File: src/include/flash_bus_pkg.sv
package flash_bus_pkg;

    ////////////////////////////////////////////////////////////////////////////
    // Shift widths
    localparam int BYTE_W = 8;
    localparam int QUAD_W = 4;
    localparam int BIT_CNT_W = 3;
    localparam int BYTE_CNT_W = 3;
    localparam logic [3:0] BIT_STEP_SINGLE = 4'h1;
    localparam logic [3:0] BIT_STEP_QUAD = 4'h4;
    // Bytes after the instruction that carry the address
    localparam logic [2:0] ADDR_FIRST_BYTE = 3'h1;
    localparam logic [2:0] ADDR_LAST_BYTE = 3'h3;
    localparam logic [2:0] BYTE_CNT_SAT = 3'h4;

    ////////////////////////////////////////////////////////////////////////////
    // Array geometry
    localparam int ADDR_W = 24;
    localparam logic [23:0] ADDR_MAX = 24'h7F_FFFF;
    localparam int SECTOR_SHIFT = 12;
    localparam int BLK32_SHIFT = 15;
    localparam int BLK64_SHIFT = 16;
    localparam int SECTOR_W = 11;
    localparam int BLK32_W = 8;
    localparam int BLK64_W = 7;

    ////////////////////////////////////////////////////////////////////////////
    // Synchroniser bit positions
    localparam int SYNC_W = 7;
    localparam int SY_SCK = 0;
    localparam int SY_CS = 1;
    localparam int SY_RST = 2;
    localparam int SY_D0 = 3;

    // Output enables, active low, line 3 in the top bit
    localparam logic [3:0] OE_NONE = 4'hF;
    localparam logic [3:0] OE_QUAD = 4'h0;
    localparam logic [3:0] OE_SINGLE = 4'hD;

    ////////////////////////////////////////////////////////////////////////////
    // Link states
    typedef enum logic [3:0] {
        ST_RESET = 4'b0001,
        ST_STANDBY = 4'b0010,
        ST_SHIFT = 4'b0100,
        ST_PAUSE = 4'b1000
    } link_state_t;

endpackage : flash_bus_pkg
File: src/hw/flash_addr_decode.sv
`timescale 1ns/1ps

// Splits a captured byte address into sector and block numbers
module flash_addr_decode (
    // Clock and reset
    input wire logic sys_clk_i,
    input wire logic rst_b_i,
    // Captured address
    input wire logic [flash_bus_pkg::ADDR_W-1:0] addr_i,
    input wire logic strobe_i,
    // Decoded location
    output logic [flash_bus_pkg::ADDR_W-1:0] addr_o,
    output logic [flash_bus_pkg::SECTOR_W-1:0] sector_o,
    output logic [flash_bus_pkg::BLK32_W-1:0] block32_o,
    output logic [flash_bus_pkg::BLK64_W-1:0] block64_o,
    output logic addr_valid_o
);

    logic [flash_bus_pkg::ADDR_W-1:0] addr_reg, addr_next, addr_cut;
    logic [flash_bus_pkg::SECTOR_W-1:0] sector_reg, sector_next;
    logic [flash_bus_pkg::BLK32_W-1:0] blk32_reg, blk32_next;
    logic [flash_bus_pkg::BLK64_W-1:0] blk64_reg, blk64_next;
    logic valid_reg, valid_next;

    // Top address bit wraps, the array ends at the last sector
    always_comb begin
        addr_cut = addr_i & flash_bus_pkg::ADDR_MAX; // see [RULE13]
        addr_next = addr_reg;
        sector_next = sector_reg;
        blk32_next = blk32_reg;
        blk64_next = blk64_reg;
        valid_next = strobe_i;
        if (strobe_i) begin
            addr_next = addr_cut;
            sector_next = flash_bus_pkg::SECTOR_W'(addr_cut >> flash_bus_pkg::SECTOR_SHIFT); // see [RULE11]
            blk32_next = flash_bus_pkg::BLK32_W'(addr_cut >> flash_bus_pkg::BLK32_SHIFT); // see [RULE12]
            blk64_next = flash_bus_pkg::BLK64_W'(addr_cut >> flash_bus_pkg::BLK64_SHIFT); // see [RULE12]
        end
    end

    // Result registers
    always_ff @(posedge sys_clk_i or negedge rst_b_i) begin
        if (!rst_b_i) begin
            addr_reg <= '0;
            sector_reg <= '0;
            blk32_reg <= '0;
            blk64_reg <= '0;
            valid_reg <= 1'b0;
        end else begin
            addr_reg <= addr_next;
            sector_reg <= sector_next;
            blk32_reg <= blk32_next;
            blk64_reg <= blk64_next;
            valid_reg <= valid_next;
        end
    end

    assign addr_o = addr_reg;
    assign sector_o = sector_reg;
    assign block32_o = blk32_reg;
    assign block64_o = blk64_reg;
    assign addr_valid_o = valid_reg;
endmodule : flash_addr_decode

File: src/hw/serial_flash_bus_interface.sv
`timescale 1ns/1ps

// Overview of operation
// [RULE1] Quad enable set makes the shared pin data line 3, else pause input.
// [RULE2] Selected and paused: serial output is released.
// [RULE3] Pause freezes the transfer; it continues where it stopped.
// [RULE4] Dedicated reset input, when built, works whatever quad enable says.
// [RULE5] Reset low holds the block reset with every output released.
// [RULE6] Master must not reset during an internal write, program or erase.
// [RULE7] Clock modes 0 and 3 accepted, chosen by clock level at select.
// [RULE8] Master parks clock low for mode 0, high for mode 3.
// [RULE9] Bits sampled on rising clock edge, launched on falling edge.
// [RULE10] Quad command mode uses all four pins as data lines.
// [RULE11] Array is made of uniform 4 kilobyte sectors.
// [RULE12] Eight sectors form a 32 KB block, sixteen a 64 KB block.
// [RULE13] Addresses 000000h to 7FFFFFh: 2048 sectors, 256 and 128 blocks.
// [RULE14] Shared bus; the block answers only to its own chip select.
// [RULE15] Chip select high: ignore the bus, release outputs, stand by.
// [RULE16] After power-up no instruction until chip select falls from high.
// [RULE17] Without dedicated reset, select bit picks pause or reset for the pin.
// [RULE18] Instruction, address and data travel most significant bit first.
module serial_flash_bus_interface #(
    parameter bit HAS_DEDICATED_RESET = 1'b0
) (
    // Clock and reset
    input wire logic sys_clk_i,
    input wire logic rst_b_i,
    // Serial bus pins
    input wire logic sck_i,
    input wire logic chip_select_b_i,
    input wire logic hw_reset_b_i,
    // Data line 0, serial input
    input wire logic data_line_0_i,
    output logic data_line_0_o,
    output logic data_line_0_oe_b_o,
    // Data line 1, serial output
    input wire logic data_line_1_i,
    output logic data_line_1_o,
    output logic data_line_1_oe_b_o,
    // Data line 2, shared with write protect
    input wire logic data_line_2_i,
    output logic data_line_2_o,
    output logic data_line_2_oe_b_o,
    // Data line 3, shared with pause or reset
    input wire logic data_line_3_i,
    output logic data_line_3_o,
    output logic data_line_3_oe_b_o,
    // Configuration
    input wire logic quad_io_enable_i,
    input wire logic pause_or_init_select_i,
    input wire logic quad_command_mode_i,
    // Transmit side
    input wire logic tx_en_i,
    input wire logic [flash_bus_pkg::BYTE_W-1:0] tx_byte_i,
    // Receive side
    output logic [flash_bus_pkg::BYTE_W-1:0] rx_byte_o,
    output logic rx_valid_o,
    output logic [flash_bus_pkg::BYTE_CNT_W-1:0] byte_index_o,
    // Status
    output logic selected_o,
    output logic paused_o,
    output logic in_reset_o,
    output logic mode3_o,
    // Decoded address
    output logic [flash_bus_pkg::ADDR_W-1:0] addr_o,
    output logic [flash_bus_pkg::SECTOR_W-1:0] sector_o,
    output logic [flash_bus_pkg::BLK32_W-1:0] block32_o,
    output logic [flash_bus_pkg::BLK64_W-1:0] block64_o,
    output logic addr_valid_o
);

    ////////////////////////////////////////////////////////////////////////////
    // Shift a byte left by one bit or one nibble, new bits in at the bottom
    function automatic logic [7:0] shift_msb(input logic [7:0] v, input logic quad,
                                             input logic [3:0] nib);
        logic [7:0] r;
        r = quad ? {v[3:0], nib} : {v[6:0], nib[0]};
        return r;
    endfunction : shift_msb

    ////////////////////////////////////////////////////////////////////////////
    // Pin synchronisers
    logic [flash_bus_pkg::SYNC_W-1:0] sync1_reg, sync1_next;
    logic [flash_bus_pkg::SYNC_W-1:0] sync2_reg, sync2_next;
    logic sck_d_reg, sck_d_next;
    logic sck_s, cs_b_s, hrst_b_s, sck_rise, sck_fall;
    logic [3:0] din_s;

    // Every pin is foreign to sys_clk, so two stages before use
    always_comb begin
        sync1_next = {data_line_3_i, data_line_2_i, data_line_1_i, data_line_0_i,
                      hw_reset_b_i, chip_select_b_i, sck_i};
        sync2_next = sync1_reg;
        sck_d_next = sync2_reg[flash_bus_pkg::SY_SCK];
    end

    always_ff @(posedge sys_clk_i or negedge rst_b_i) begin
        if (!rst_b_i) begin
            sync1_reg <= '1;
            sync2_reg <= '1;
            sck_d_reg <= 1'b1; // Matches the synchroniser, so no false rise after reset
        end else begin
            sync1_reg <= sync1_next;
            sync2_reg <= sync2_next;
            sck_d_reg <= sck_d_next;
        end
    end

    // Edge finding works only from the second stage onward
    assign sck_s = sync2_reg[flash_bus_pkg::SY_SCK];
    assign cs_b_s = sync2_reg[flash_bus_pkg::SY_CS];
    assign hrst_b_s = sync2_reg[flash_bus_pkg::SY_RST];
    assign din_s = sync2_reg[flash_bus_pkg::SY_D0 +: 4];
    assign sck_rise = sck_s & ~sck_d_reg;
    assign sck_fall = ~sck_s & sck_d_reg;

    ////////////////////////////////////////////////////////////////////////////
    // Role of the shared pin
    logic init_active, pause_active, shared_is_init;

    // Dedicated reset ignores quad enable; otherwise the select bit decides
    assign shared_is_init = !HAS_DEDICATED_RESET && pause_or_init_select_i; // see [RULE17]
    assign init_active = HAS_DEDICATED_RESET ? !hrst_b_s // see [RULE4]
                       : (!quad_io_enable_i && shared_is_init && !din_s[3]);
    assign pause_active = !quad_io_enable_i && !shared_is_init && !din_s[3]; // see [RULE1]

    ////////////////////////////////////////////////////////////////////////////
    // Link state and shifters
    flash_bus_pkg::link_state_t state_reg, state_next;
    logic [flash_bus_pkg::BIT_CNT_W-1:0] bit_cnt_reg, bit_cnt_next;
    logic [flash_bus_pkg::BYTE_CNT_W-1:0] byte_cnt_reg, byte_cnt_next;
    logic [flash_bus_pkg::BYTE_W-1:0] rx_sh_reg, rx_sh_next, tx_sh_reg, tx_sh_next;
    logic [flash_bus_pkg::BYTE_W-1:0] rx_byte_reg, rx_byte_next, rx_new;
    logic [flash_bus_pkg::ADDR_W-1:0] addr_sh_reg, addr_sh_next;
    logic rx_valid_reg, rx_valid_next, addr_stb_reg, addr_stb_next;
    logic seen_rise_reg, seen_rise_next, mode3_reg, mode3_next;
    logic [3:0] dout_reg, dout_next, bit_sum;

    always_comb begin
        rx_new = shift_msb(rx_sh_reg, quad_command_mode_i, din_s); // see [RULE18]
        bit_sum = {1'b0, bit_cnt_reg} + (quad_command_mode_i ? flash_bus_pkg::BIT_STEP_QUAD
                                         : flash_bus_pkg::BIT_STEP_SINGLE);
        state_next = state_reg;
        bit_cnt_next = bit_cnt_reg;
        byte_cnt_next = byte_cnt_reg;
        rx_sh_next = rx_sh_reg;
        tx_sh_next = tx_sh_reg;
        rx_byte_next = rx_byte_reg;
        addr_sh_next = addr_sh_reg;
        rx_valid_next = 1'b0;
        addr_stb_next = 1'b0;
        seen_rise_next = seen_rise_reg;
        mode3_next = mode3_reg;
        dout_next = dout_reg;
        if (init_active) begin
            state_next = flash_bus_pkg::ST_RESET; // see [RULE5]
        end else begin
            case (state_reg)
                // Wait for a deselected bus before any instruction
                flash_bus_pkg::ST_RESET: begin
                    if (cs_b_s) begin
                        state_next = flash_bus_pkg::ST_STANDBY; // see [RULE16]
                    end
                end
                // Only our own select wakes the block
                flash_bus_pkg::ST_STANDBY: begin
                    if (!cs_b_s) begin
                        state_next = flash_bus_pkg::ST_SHIFT; // see [RULE14]
                        mode3_next = sck_s; // see [RULE7]
                        bit_cnt_next = '0;
                        byte_cnt_next = '0;
                        seen_rise_next = 1'b0;
                    end
                end
                flash_bus_pkg::ST_SHIFT: begin
                    if (cs_b_s) begin
                        state_next = flash_bus_pkg::ST_STANDBY; // see [RULE15]
                    end else if (pause_active) begin
                        state_next = flash_bus_pkg::ST_PAUSE; // see [RULE3]
                    end else if (sck_rise) begin
                        // Sample on the rising edge
                        seen_rise_next = 1'b1;
                        rx_sh_next = rx_new; // see [RULE9]
                        bit_cnt_next = bit_sum[2:0];
                        if (bit_sum[3]) begin
                            rx_byte_next = rx_new;
                            rx_valid_next = 1'b1;
                            tx_sh_next = tx_byte_i;
                            if (byte_cnt_reg != flash_bus_pkg::BYTE_CNT_SAT) begin
                                byte_cnt_next = byte_cnt_reg + 3'h1;
                            end
                            if (byte_cnt_reg >= flash_bus_pkg::ADDR_FIRST_BYTE &&
                                byte_cnt_reg <= flash_bus_pkg::ADDR_LAST_BYTE) begin
                                addr_sh_next = {addr_sh_reg[15:0], rx_new};
                                addr_stb_next = (byte_cnt_reg == flash_bus_pkg::ADDR_LAST_BYTE);
                            end
                        end
                    end else if (sck_fall && seen_rise_reg) begin
                        // Mode 3 opens with a falling edge; nothing to launch yet
                        dout_next = quad_command_mode_i ? tx_sh_reg[7:4] // see [RULE10]
                                  : {2'b00, tx_sh_reg[7], 1'b0}; // see [RULE9]
                        tx_sh_next = shift_msb(tx_sh_reg, quad_command_mode_i, 4'h0);
                    end
                end
                // Progress stays in the counters until pause lifts
                flash_bus_pkg::ST_PAUSE: begin
                    if (cs_b_s) begin
                        state_next = flash_bus_pkg::ST_STANDBY;
                    end else if (!pause_active) begin
                        state_next = flash_bus_pkg::ST_SHIFT; // see [RULE3]
                    end
                end
                default: begin
                    state_next = flash_bus_pkg::ST_RESET;
                end
            endcase
        end
    end

    ////////////////////////////////////////////////////////////////////////////
    // Pin drivers and status, registered from the next state
    logic [3:0] oe_b_reg, oe_b_next;
    logic sel_reg, sel_next, pause_reg, pause_next, init_reg, init_next;

    // Drive only while shifting and asked to; pause, reset, standby release
    always_comb begin
        oe_b_next = flash_bus_pkg::OE_NONE; // see [RULE2] see [RULE5] see [RULE15]
        if (state_next == flash_bus_pkg::ST_SHIFT && tx_en_i) begin
            oe_b_next = quad_command_mode_i ? flash_bus_pkg::OE_QUAD // see [RULE10]
                      : flash_bus_pkg::OE_SINGLE;
        end
        sel_next = (state_next == flash_bus_pkg::ST_SHIFT) ||
                   (state_next == flash_bus_pkg::ST_PAUSE);
        pause_next = (state_next == flash_bus_pkg::ST_PAUSE);
        init_next = (state_next == flash_bus_pkg::ST_RESET);
    end

    always_ff @(posedge sys_clk_i or negedge rst_b_i) begin
        if (!rst_b_i) begin
            state_reg <= flash_bus_pkg::ST_RESET;
            bit_cnt_reg <= '0;
            byte_cnt_reg <= '0;
            rx_sh_reg <= '0;
            tx_sh_reg <= '0;
            rx_byte_reg <= '0;
            addr_sh_reg <= '0;
            rx_valid_reg <= 1'b0;
            addr_stb_reg <= 1'b0;
            seen_rise_reg <= 1'b0;
            mode3_reg <= 1'b0;
            dout_reg <= '0;
            oe_b_reg <= flash_bus_pkg::OE_NONE;
            sel_reg <= 1'b0;
            pause_reg <= 1'b0;
            init_reg <= 1'b1;
        end else begin
            state_reg <= state_next;
            bit_cnt_reg <= bit_cnt_next;
            byte_cnt_reg <= byte_cnt_next;
            rx_sh_reg <= rx_sh_next;
            tx_sh_reg <= tx_sh_next;
            rx_byte_reg <= rx_byte_next;
            addr_sh_reg <= addr_sh_next;
            rx_valid_reg <= rx_valid_next;
            addr_stb_reg <= addr_stb_next;
            seen_rise_reg <= seen_rise_next;
            mode3_reg <= mode3_next;
            dout_reg <= dout_next;
            oe_b_reg <= oe_b_next;
            sel_reg <= sel_next;
            pause_reg <= pause_next;
            init_reg <= init_next;
        end
    end

    // Output wiring, flops only
    assign {data_line_3_o, data_line_2_o, data_line_1_o, data_line_0_o} = dout_reg;
    assign data_line_0_oe_b_o = oe_b_reg[0];
    assign data_line_1_oe_b_o = oe_b_reg[1];
    assign data_line_2_oe_b_o = oe_b_reg[2];
    assign data_line_3_oe_b_o = oe_b_reg[3];
    assign rx_byte_o = rx_byte_reg;
    assign rx_valid_o = rx_valid_reg;
    assign byte_index_o = byte_cnt_reg;
    assign selected_o = sel_reg;
    assign paused_o = pause_reg;
    assign in_reset_o = init_reg;
    assign mode3_o = mode3_reg;

    ////////////////////////////////////////////////////////////////////////////
    // Address decoder, fed once the third address byte lands
    flash_addr_decode u_addr_decode (
        .sys_clk_i(sys_clk_i),
        .rst_b_i(rst_b_i),
        .addr_i(addr_sh_reg),
        .strobe_i(addr_stb_reg),
        .addr_o(addr_o),
        .sector_o(sector_o),
        .block32_o(block32_o),
        .block64_o(block64_o),
        .addr_valid_o(addr_valid_o)
    );
endmodule : serial_flash_bus_interface

File: config.mk
export PLATFORM = sky130hd
export DESIGN_NAME = serial_flash_bus_interface
export DESIGN_NICKNAME = d
export VERILOG_FILES = /design/src/include/flash_bus_pkg.sv /design/src/hw/flash_addr_decode.sv /design/src/hw/serial_flash_bus_interface.sv
export SDC_FILE = /design/constraint.sdc
export NUM_CORES = 1
export LEC_CHECK = 0
export BUFFER_PORTS_ARGS = -buffer_cell sky130_fd_sc_hd__buf_2
export CORE_MARGIN = 2
export CORE_UTILIZATION = 58
export CTS_CLUSTER_DIAMETER = 150
export DETAILED_ROUTE_END_ITERATION = 8
export HOLD_SLACK_MARGIN = 0.08
export PLACE_DENSITY = 0.92
export RECOVER_POWER = 25
export SYNTH_ARGS = -nofsm -noshare
export SYNTH_HDL_FRONTEND = slang
export SYNTH_SLANG_ARGS = --single-unit
File: constraint.sdc
create_clock -name sys_clk_i -period 4 [get_ports sys_clk_i]
set_input_delay 1 -clock sys_clk_i [delete_from_list [all_inputs] [get_ports sys_clk_i]]
set_output_delay 1 -clock sys_clk_i [all_outputs]
set_load 0.1 [all_outputs]
* After elaboration in Yosys (flattened, before gate mapping)
Cells that the tools add are included.
** Cells by class
- Bitwise logic cells :: 8
- Eq/ne operators :: 16
- Mux-type cells :: 46
- Add/sub/neg operators :: 2
- Reduce and logical (&&, ||, !) cells :: 21
- $lt $le $gt $ge :: 2
** Operators by type and width (count)
- 2-to-1 mux 4 bit :: 10
- 2-to-1 mux 8 bit :: 5
- 2-to-1 mux 3 bit :: 10
- AND reduction 6 bit :: 4
- 2-to-1 mux 1 bit :: 17
- case mux 4 bit (4 select lines) :: 1
- inequality test 2 bit, second input constant :: 6
- case mux 3 bit (2 select lines) :: 2
- equality test 4 x 1 -> 1 bit, second input constant :: 2
- equality test 4 x 3 -> 1 bit, second input constant :: 2
- equality test 4 bit, second input constant :: 2
- AND reduction 8 bit :: 1
- logical AND 1 bit :: 7
- AND reduction 7 bit :: 1
- NOT 1 bit :: 6
- AND reduction 5 bit :: 1
- adder 3 x 3 -> 4 bit :: 1
- equality test 4 x 2 -> 1 bit, second input constant :: 1
- nonzero test 2 bit :: 2
- adder 3 x 1 -> 3 bit, second input constant :: 1
- equality test 3 x 2 -> 1 bit, second input constant :: 1
- greater-or-equal comparator 3 x 1 -> 1 bit, second input constant :: 1
- less-or-equal comparator 3 x 2 -> 1 bit, second input constant :: 1
- zero test 1 bit :: 3
- other kinds (6) :: 7
** Storage, ports and cells
- Bits of input ports :: 21
- Output and inout port bits :: 75
- Bits in registers :: 136
- Word-level logic and storage cells :: 119

* Longest topological paths before layout
- Depth after elaboration :: 10
- Gate-level depth with buffers :: 8

* Cells and area by module
A second synthesis with hierarchy kept.
** Second synthesis, totals
- Cell total of the unflattened synthesis :: 345
- Area total of the unflattened synthesis :: 4634.4 um^2
** By module, submodules not included
- serial_flash_bus_interface :: sequential area each 2098.3 um^2, instances 1, area each 3545.9 um^2, cells an instance 268
- flash_addr_decode :: sequential area each 600.6 um^2, instances 1, area each 1088.5 um^2, cells an instance 77

* Least setup slack after synthesis
No wires, ideal clock.
- Path kind :: input port to flip-flop
- Start :: input quad_command_mode_i
- End :: register addr_sh_reg[10] (netlist bit)
- Arrival :: 2924 ps
- Setup time :: 125 ps
- Stages on the path :: 8
- Slack :: 951 ps
- Required time :: 3875 ps
- Path through :: clkbuf_1 > inv_1 > ha_1 > a31oi_1 > nor4_4 > nor3b_4 > buf_6 > mux2_2
** Between the ends
- Longest elaborated chain between the ends :: 3
** Ends and longest elaborated chain
- start, declared :: RTL line serial_flash_bus_interface.sv:51 : input wire logic quad_command_mode_i,
- 2-to-1 mux 3 bit :: RTL line serial_flash_bus_interface.sv:141 : bit_sum = {1'b0, bit_cnt_reg} + (quad_command_mode_i ? flash_bus_pkg::BIT_STEP_QUAD
- adder 3 x 3 -> 4 bit :: RTL line serial_flash_bus_interface.sv:141
- AND reduction 7 bit (no line)
- end signal, assigned :: RTL line serial_flash_bus_interface.sv:263 : addr_sh_reg <= addr_sh_next;
- end, declared :: RTL line serial_flash_bus_interface.sv:134 : logic [flash_bus_pkg::ADDR_W-1:0] addr_sh_reg, addr_sh_next;
Every way passes these cells.
A chain may end at the register's enable or synchronous reset.

* Worst setup path after layout
- Start :: input quad_command_mode_i
- End :: register addr_sh_reg[5] (netlist bit)
** Between the ends
- Longest elaborated chain between the ends :: 3
** Ends and longest elaborated chain (RTL line)
- 2-to-1 mux 3 bit :: serial_flash_bus_interface.sv:141
- adder 3 x 3 -> 4 bit :: serial_flash_bus_interface.sv:141
- AND reduction 7 bit (no line)
Several ways; a longest one is shown, not always the timed one.

==> flow_metrics.tcl <==
set metrics [dict create \
    rrSetupSlack_ps 1110 \
    p_comb_frac 0.189 \
    avgSynthCellArea_um2 13.74 \
    fin_ws_ps 819.2 \
    p_leak_nw 2.750 \
    synth_edf_count 0 \
    ant_nets 0 \
    post_cts_buffers 0 \
    die_x_um 92.14 \
    synth_area_um2 4506 \
    ctsHoldBuffers 0 \
    largest_reg_flops 23 \
    numClockSinks 106 \
    worstHoldEndpoint "sync2_reg[5]" \
    drv_cap 1 \
    hold_viol 0 \
    ctsResizeCount 0 \
    seq_area_frac_synth 0.5934 \
    gr-total-overflow 0 \
    drive_gt1_frac 0.5087 \
    start_kind "primary input" \
    r2r_end "addr_sh_reg[5]" \
    p_clk_frac 0.274 \
    relSlewSlack -0.08203 \
    vias 2635 \
    grt_setup_unrepaired "false" \
    cp_slowest_cell "nor3b_4" \
    ys_ff_latch 106 \
    io_pins 96 \
    synth_top_cell_by_area "dfrtp_1" \
    crit_arrival_ps 3430 \
    cts_tree "yes" \
    finalSetupViolCount 0 \
    seqPwrFrac 0.537 \
    synthTopCellsByCount "dfrtp_1, mux2_2, buf_4, dfstp_2, nor2_1" \
    start_util 0.5923 \
    drt_pass1_iterations 4 \
    initialDrtViolationCount 152 \
    synthArstFlopShare 1.000 \
    internal_power_mw 1.468 \
    antenna_found_initial 0 \
    yosysMostFrequentCell "dfrtp_1" \
    crit_chain "buf_2, ha_1, a31oi_1, nor4_4, nor3b_4, mux2_2" \
    final_nets 426 \
    worstPathMaxFanout 23 \
    synth_top_area_frac 0.4943 \
    tns_ps 0 \
    cp.required_ps 4250 \
    power.density_nw_per_um2 436.7 \
    yosys-top-cells-area "dfrtp_1, mux2_2, dfstp_2, buf_4, mux2i_1" \
    hold_path.class "flop to flop" \
    dp_hpwl_um 5256 \
    worstSkewPairLatency_ps 370 \
    violations "max-capacitance violations, max-slew violations" \
    hold_ws_ps 361.4 \
    critical-path-max-stage-delay_ps 940 \
    worst_pin_slew_ps 1623 \
    area_growth_pct 11.80 \
    whs_path_depth 0 \
    grt_start_max_net_pins 68 \
    via_per_inst 5.218 \
    placed_cell_area_um2 4863 \
    p_sw_mw 0.7316 \
    critPathBufInv 1 \
    die-area_um2 8489 \
    crit_family "simple AND/OR/NAND/NOR gates" \
    antennaDiodeCount 0 \
    numCtsBuffers 9 \
    track_usage 0.1845 \
    multi_input_area_um2 1523 \
    pre_cts_ws_ps 386.3 \
    detail_route.wl_per_cell_um 14.74 \
    post-route-drc-count 0 \
    grt_pass1_wl_um 12370 \
    htree_levels 3 \
    period_needed_ps 3181 \
    ys.flop_type "dfrtp_1" \
    max_freq_ghz 0.3144 \
    reg2reg_depth 4 \
    wirelength_um 7446 \
    end_kind "flop" \
    status "finished, violations left" \
    yosys_warnings 0 \
    gp_congestion 0.8341 \
    grt_pass1_vias 2627 \
    path_clk_slew_ps 90 \
    crit_type "primary input to flop" \
    coreArea_um2 7607 \
    slew_violations 68 \
    fin_area_um2 5037 \
    r2r_start "state_reg[1]" \
    register_area_um2 2674 \
    synth.distinct_cells 44 \
    synth_cells 328 \
    cts_root_buffer "clkbuf_8" \
    die_height_um 92.14 \
    clock_tree.buffer_depth 2 \
    fp-row-count 32 \
    io_buffers 93 \
    switching_share 0.3326 \
    period_share 0.7952 \
    clock_skew_ps 11.91 \
    synth_nets 356 \
    peakVddDrop_mv 0.2842 \
    min_from "sync1_reg[5]" \
    n_fill_cell 564 \
]
==> area by class of cell <==
class,instances,share of cell area
multi-input combinational,173,0.3023
clock buffer,10,0.02534
timing repair buffer,97,0.09811
clock inverter,6,0.009935
tap,102,0.02534
inverter,11,0.008197
sequential,106,0.5308
==> power by group through the flow <==
stage	registers (mW)	logic [mW]	clock network, mW
2_1_floorplan	1.38	0.145	0
3_3_place_gp	1.20	0.406	0
3_5_place_dp	1.20	0.419	0
4_1_cts	1.18	0.419	0.619
5_1_grt	1.19	0.445	0.657
6_report	1.18	0.415	0.604
==> metrics by stage <==
| step | util | std cells | total power [mW] |
|---|---|---|---|
| final | 0.6622 | 505 | 2.200 |
| after global placement | 0.6393 | 489 | 1.602 |
| after detailed placement | 0.6393 | 489 | 1.620 |
| after floorplan | - | 328 | 1.520 |
| after global routing | 0.6622 | 505 | 2.292 |
| after CTS | 0.6627 | 505 | 2.220 |
==> cells in the final DEF, fill, tap and decap left out, types with 2 or more instances in the layout <==
| cell | count |
|---|---|
| nand3_1 | 3 |
| a21o_1 | 2 |
| o21ai_0 | 7 |
| dfrtp_1 | 89 |
| ha_1 | 7 |
| o22ai_1 | 2 |
| a31o_2 | 2 |
| mux2i_1 | 10 |
| nand3b_1 | 2 |
| buf_2 | 91 |
| and3_1 | 3 |
| inv_8 | 2 |
| inv_1 | 11 |
| buf_4 | 4 |
| nand2_1 | 9 |
| a21oi_1 | 6 |
| a22o_1 | 3 |
| dfstp_2 | 16 |
| clkbuf_8 | 9 |
| o211a_1 | 3 |
| nor3_1 | 5 |
| mux2_2 | 72 |
| o21ba_2 | 2 |
| clkbuf_1 | 2 |
| nor2b_1 | 3 |
| clkinv_2 | 2 |
| and2_1 | 2 |
| nor2_1 | 13 |
==> how the worst max path moves through the flow <==
stage                     slack [ps]         endpoint  depth (start not counted)                 from
after CTS                        800   addr_sh_reg[5]                          6  quad_command_mode_i
after detailed placement         390   addr_sh_reg[4]                          6  quad_command_mode_i
after global placement           450   addr_sh_reg[3]                          6  quad_command_mode_i
final                            820   addr_sh_reg[5]                          6  quad_command_mode_i
after global routing             640   addr_sh_reg[4]                          6  quad_command_mode_i
after floorplan                  950  addr_sh_reg[10]                          8  quad_command_mode_i
==> routing by layer <==
metal / up-vias / part of all wire / routed length (um) / track usage
met4: 0 / 0.020 / 148 / 0.08458
met1: 1307 / 0.46 / 3413 / 0.2565
met2: 62 / 0.49 / 3624 / 0.2917
li1: 1256 / - / - / -
met3: 10 / 0.035 / 260 / 0.02547
met5: - / 0 / 0 / 0
==> cells by family after synthesis <==
group,count (synthesis),synth area share
flops,106,0.5934
mux,82,0.2022
simple gates,50,0.06387
buf+inv,49,0.06859
compound gates,31,0.04777
fa+ha+maj,7,0.01944
xor+xnor,2,0.003889
other cells,1,0.0008323
No activity file was read; power rests on OpenSTA's default activity.
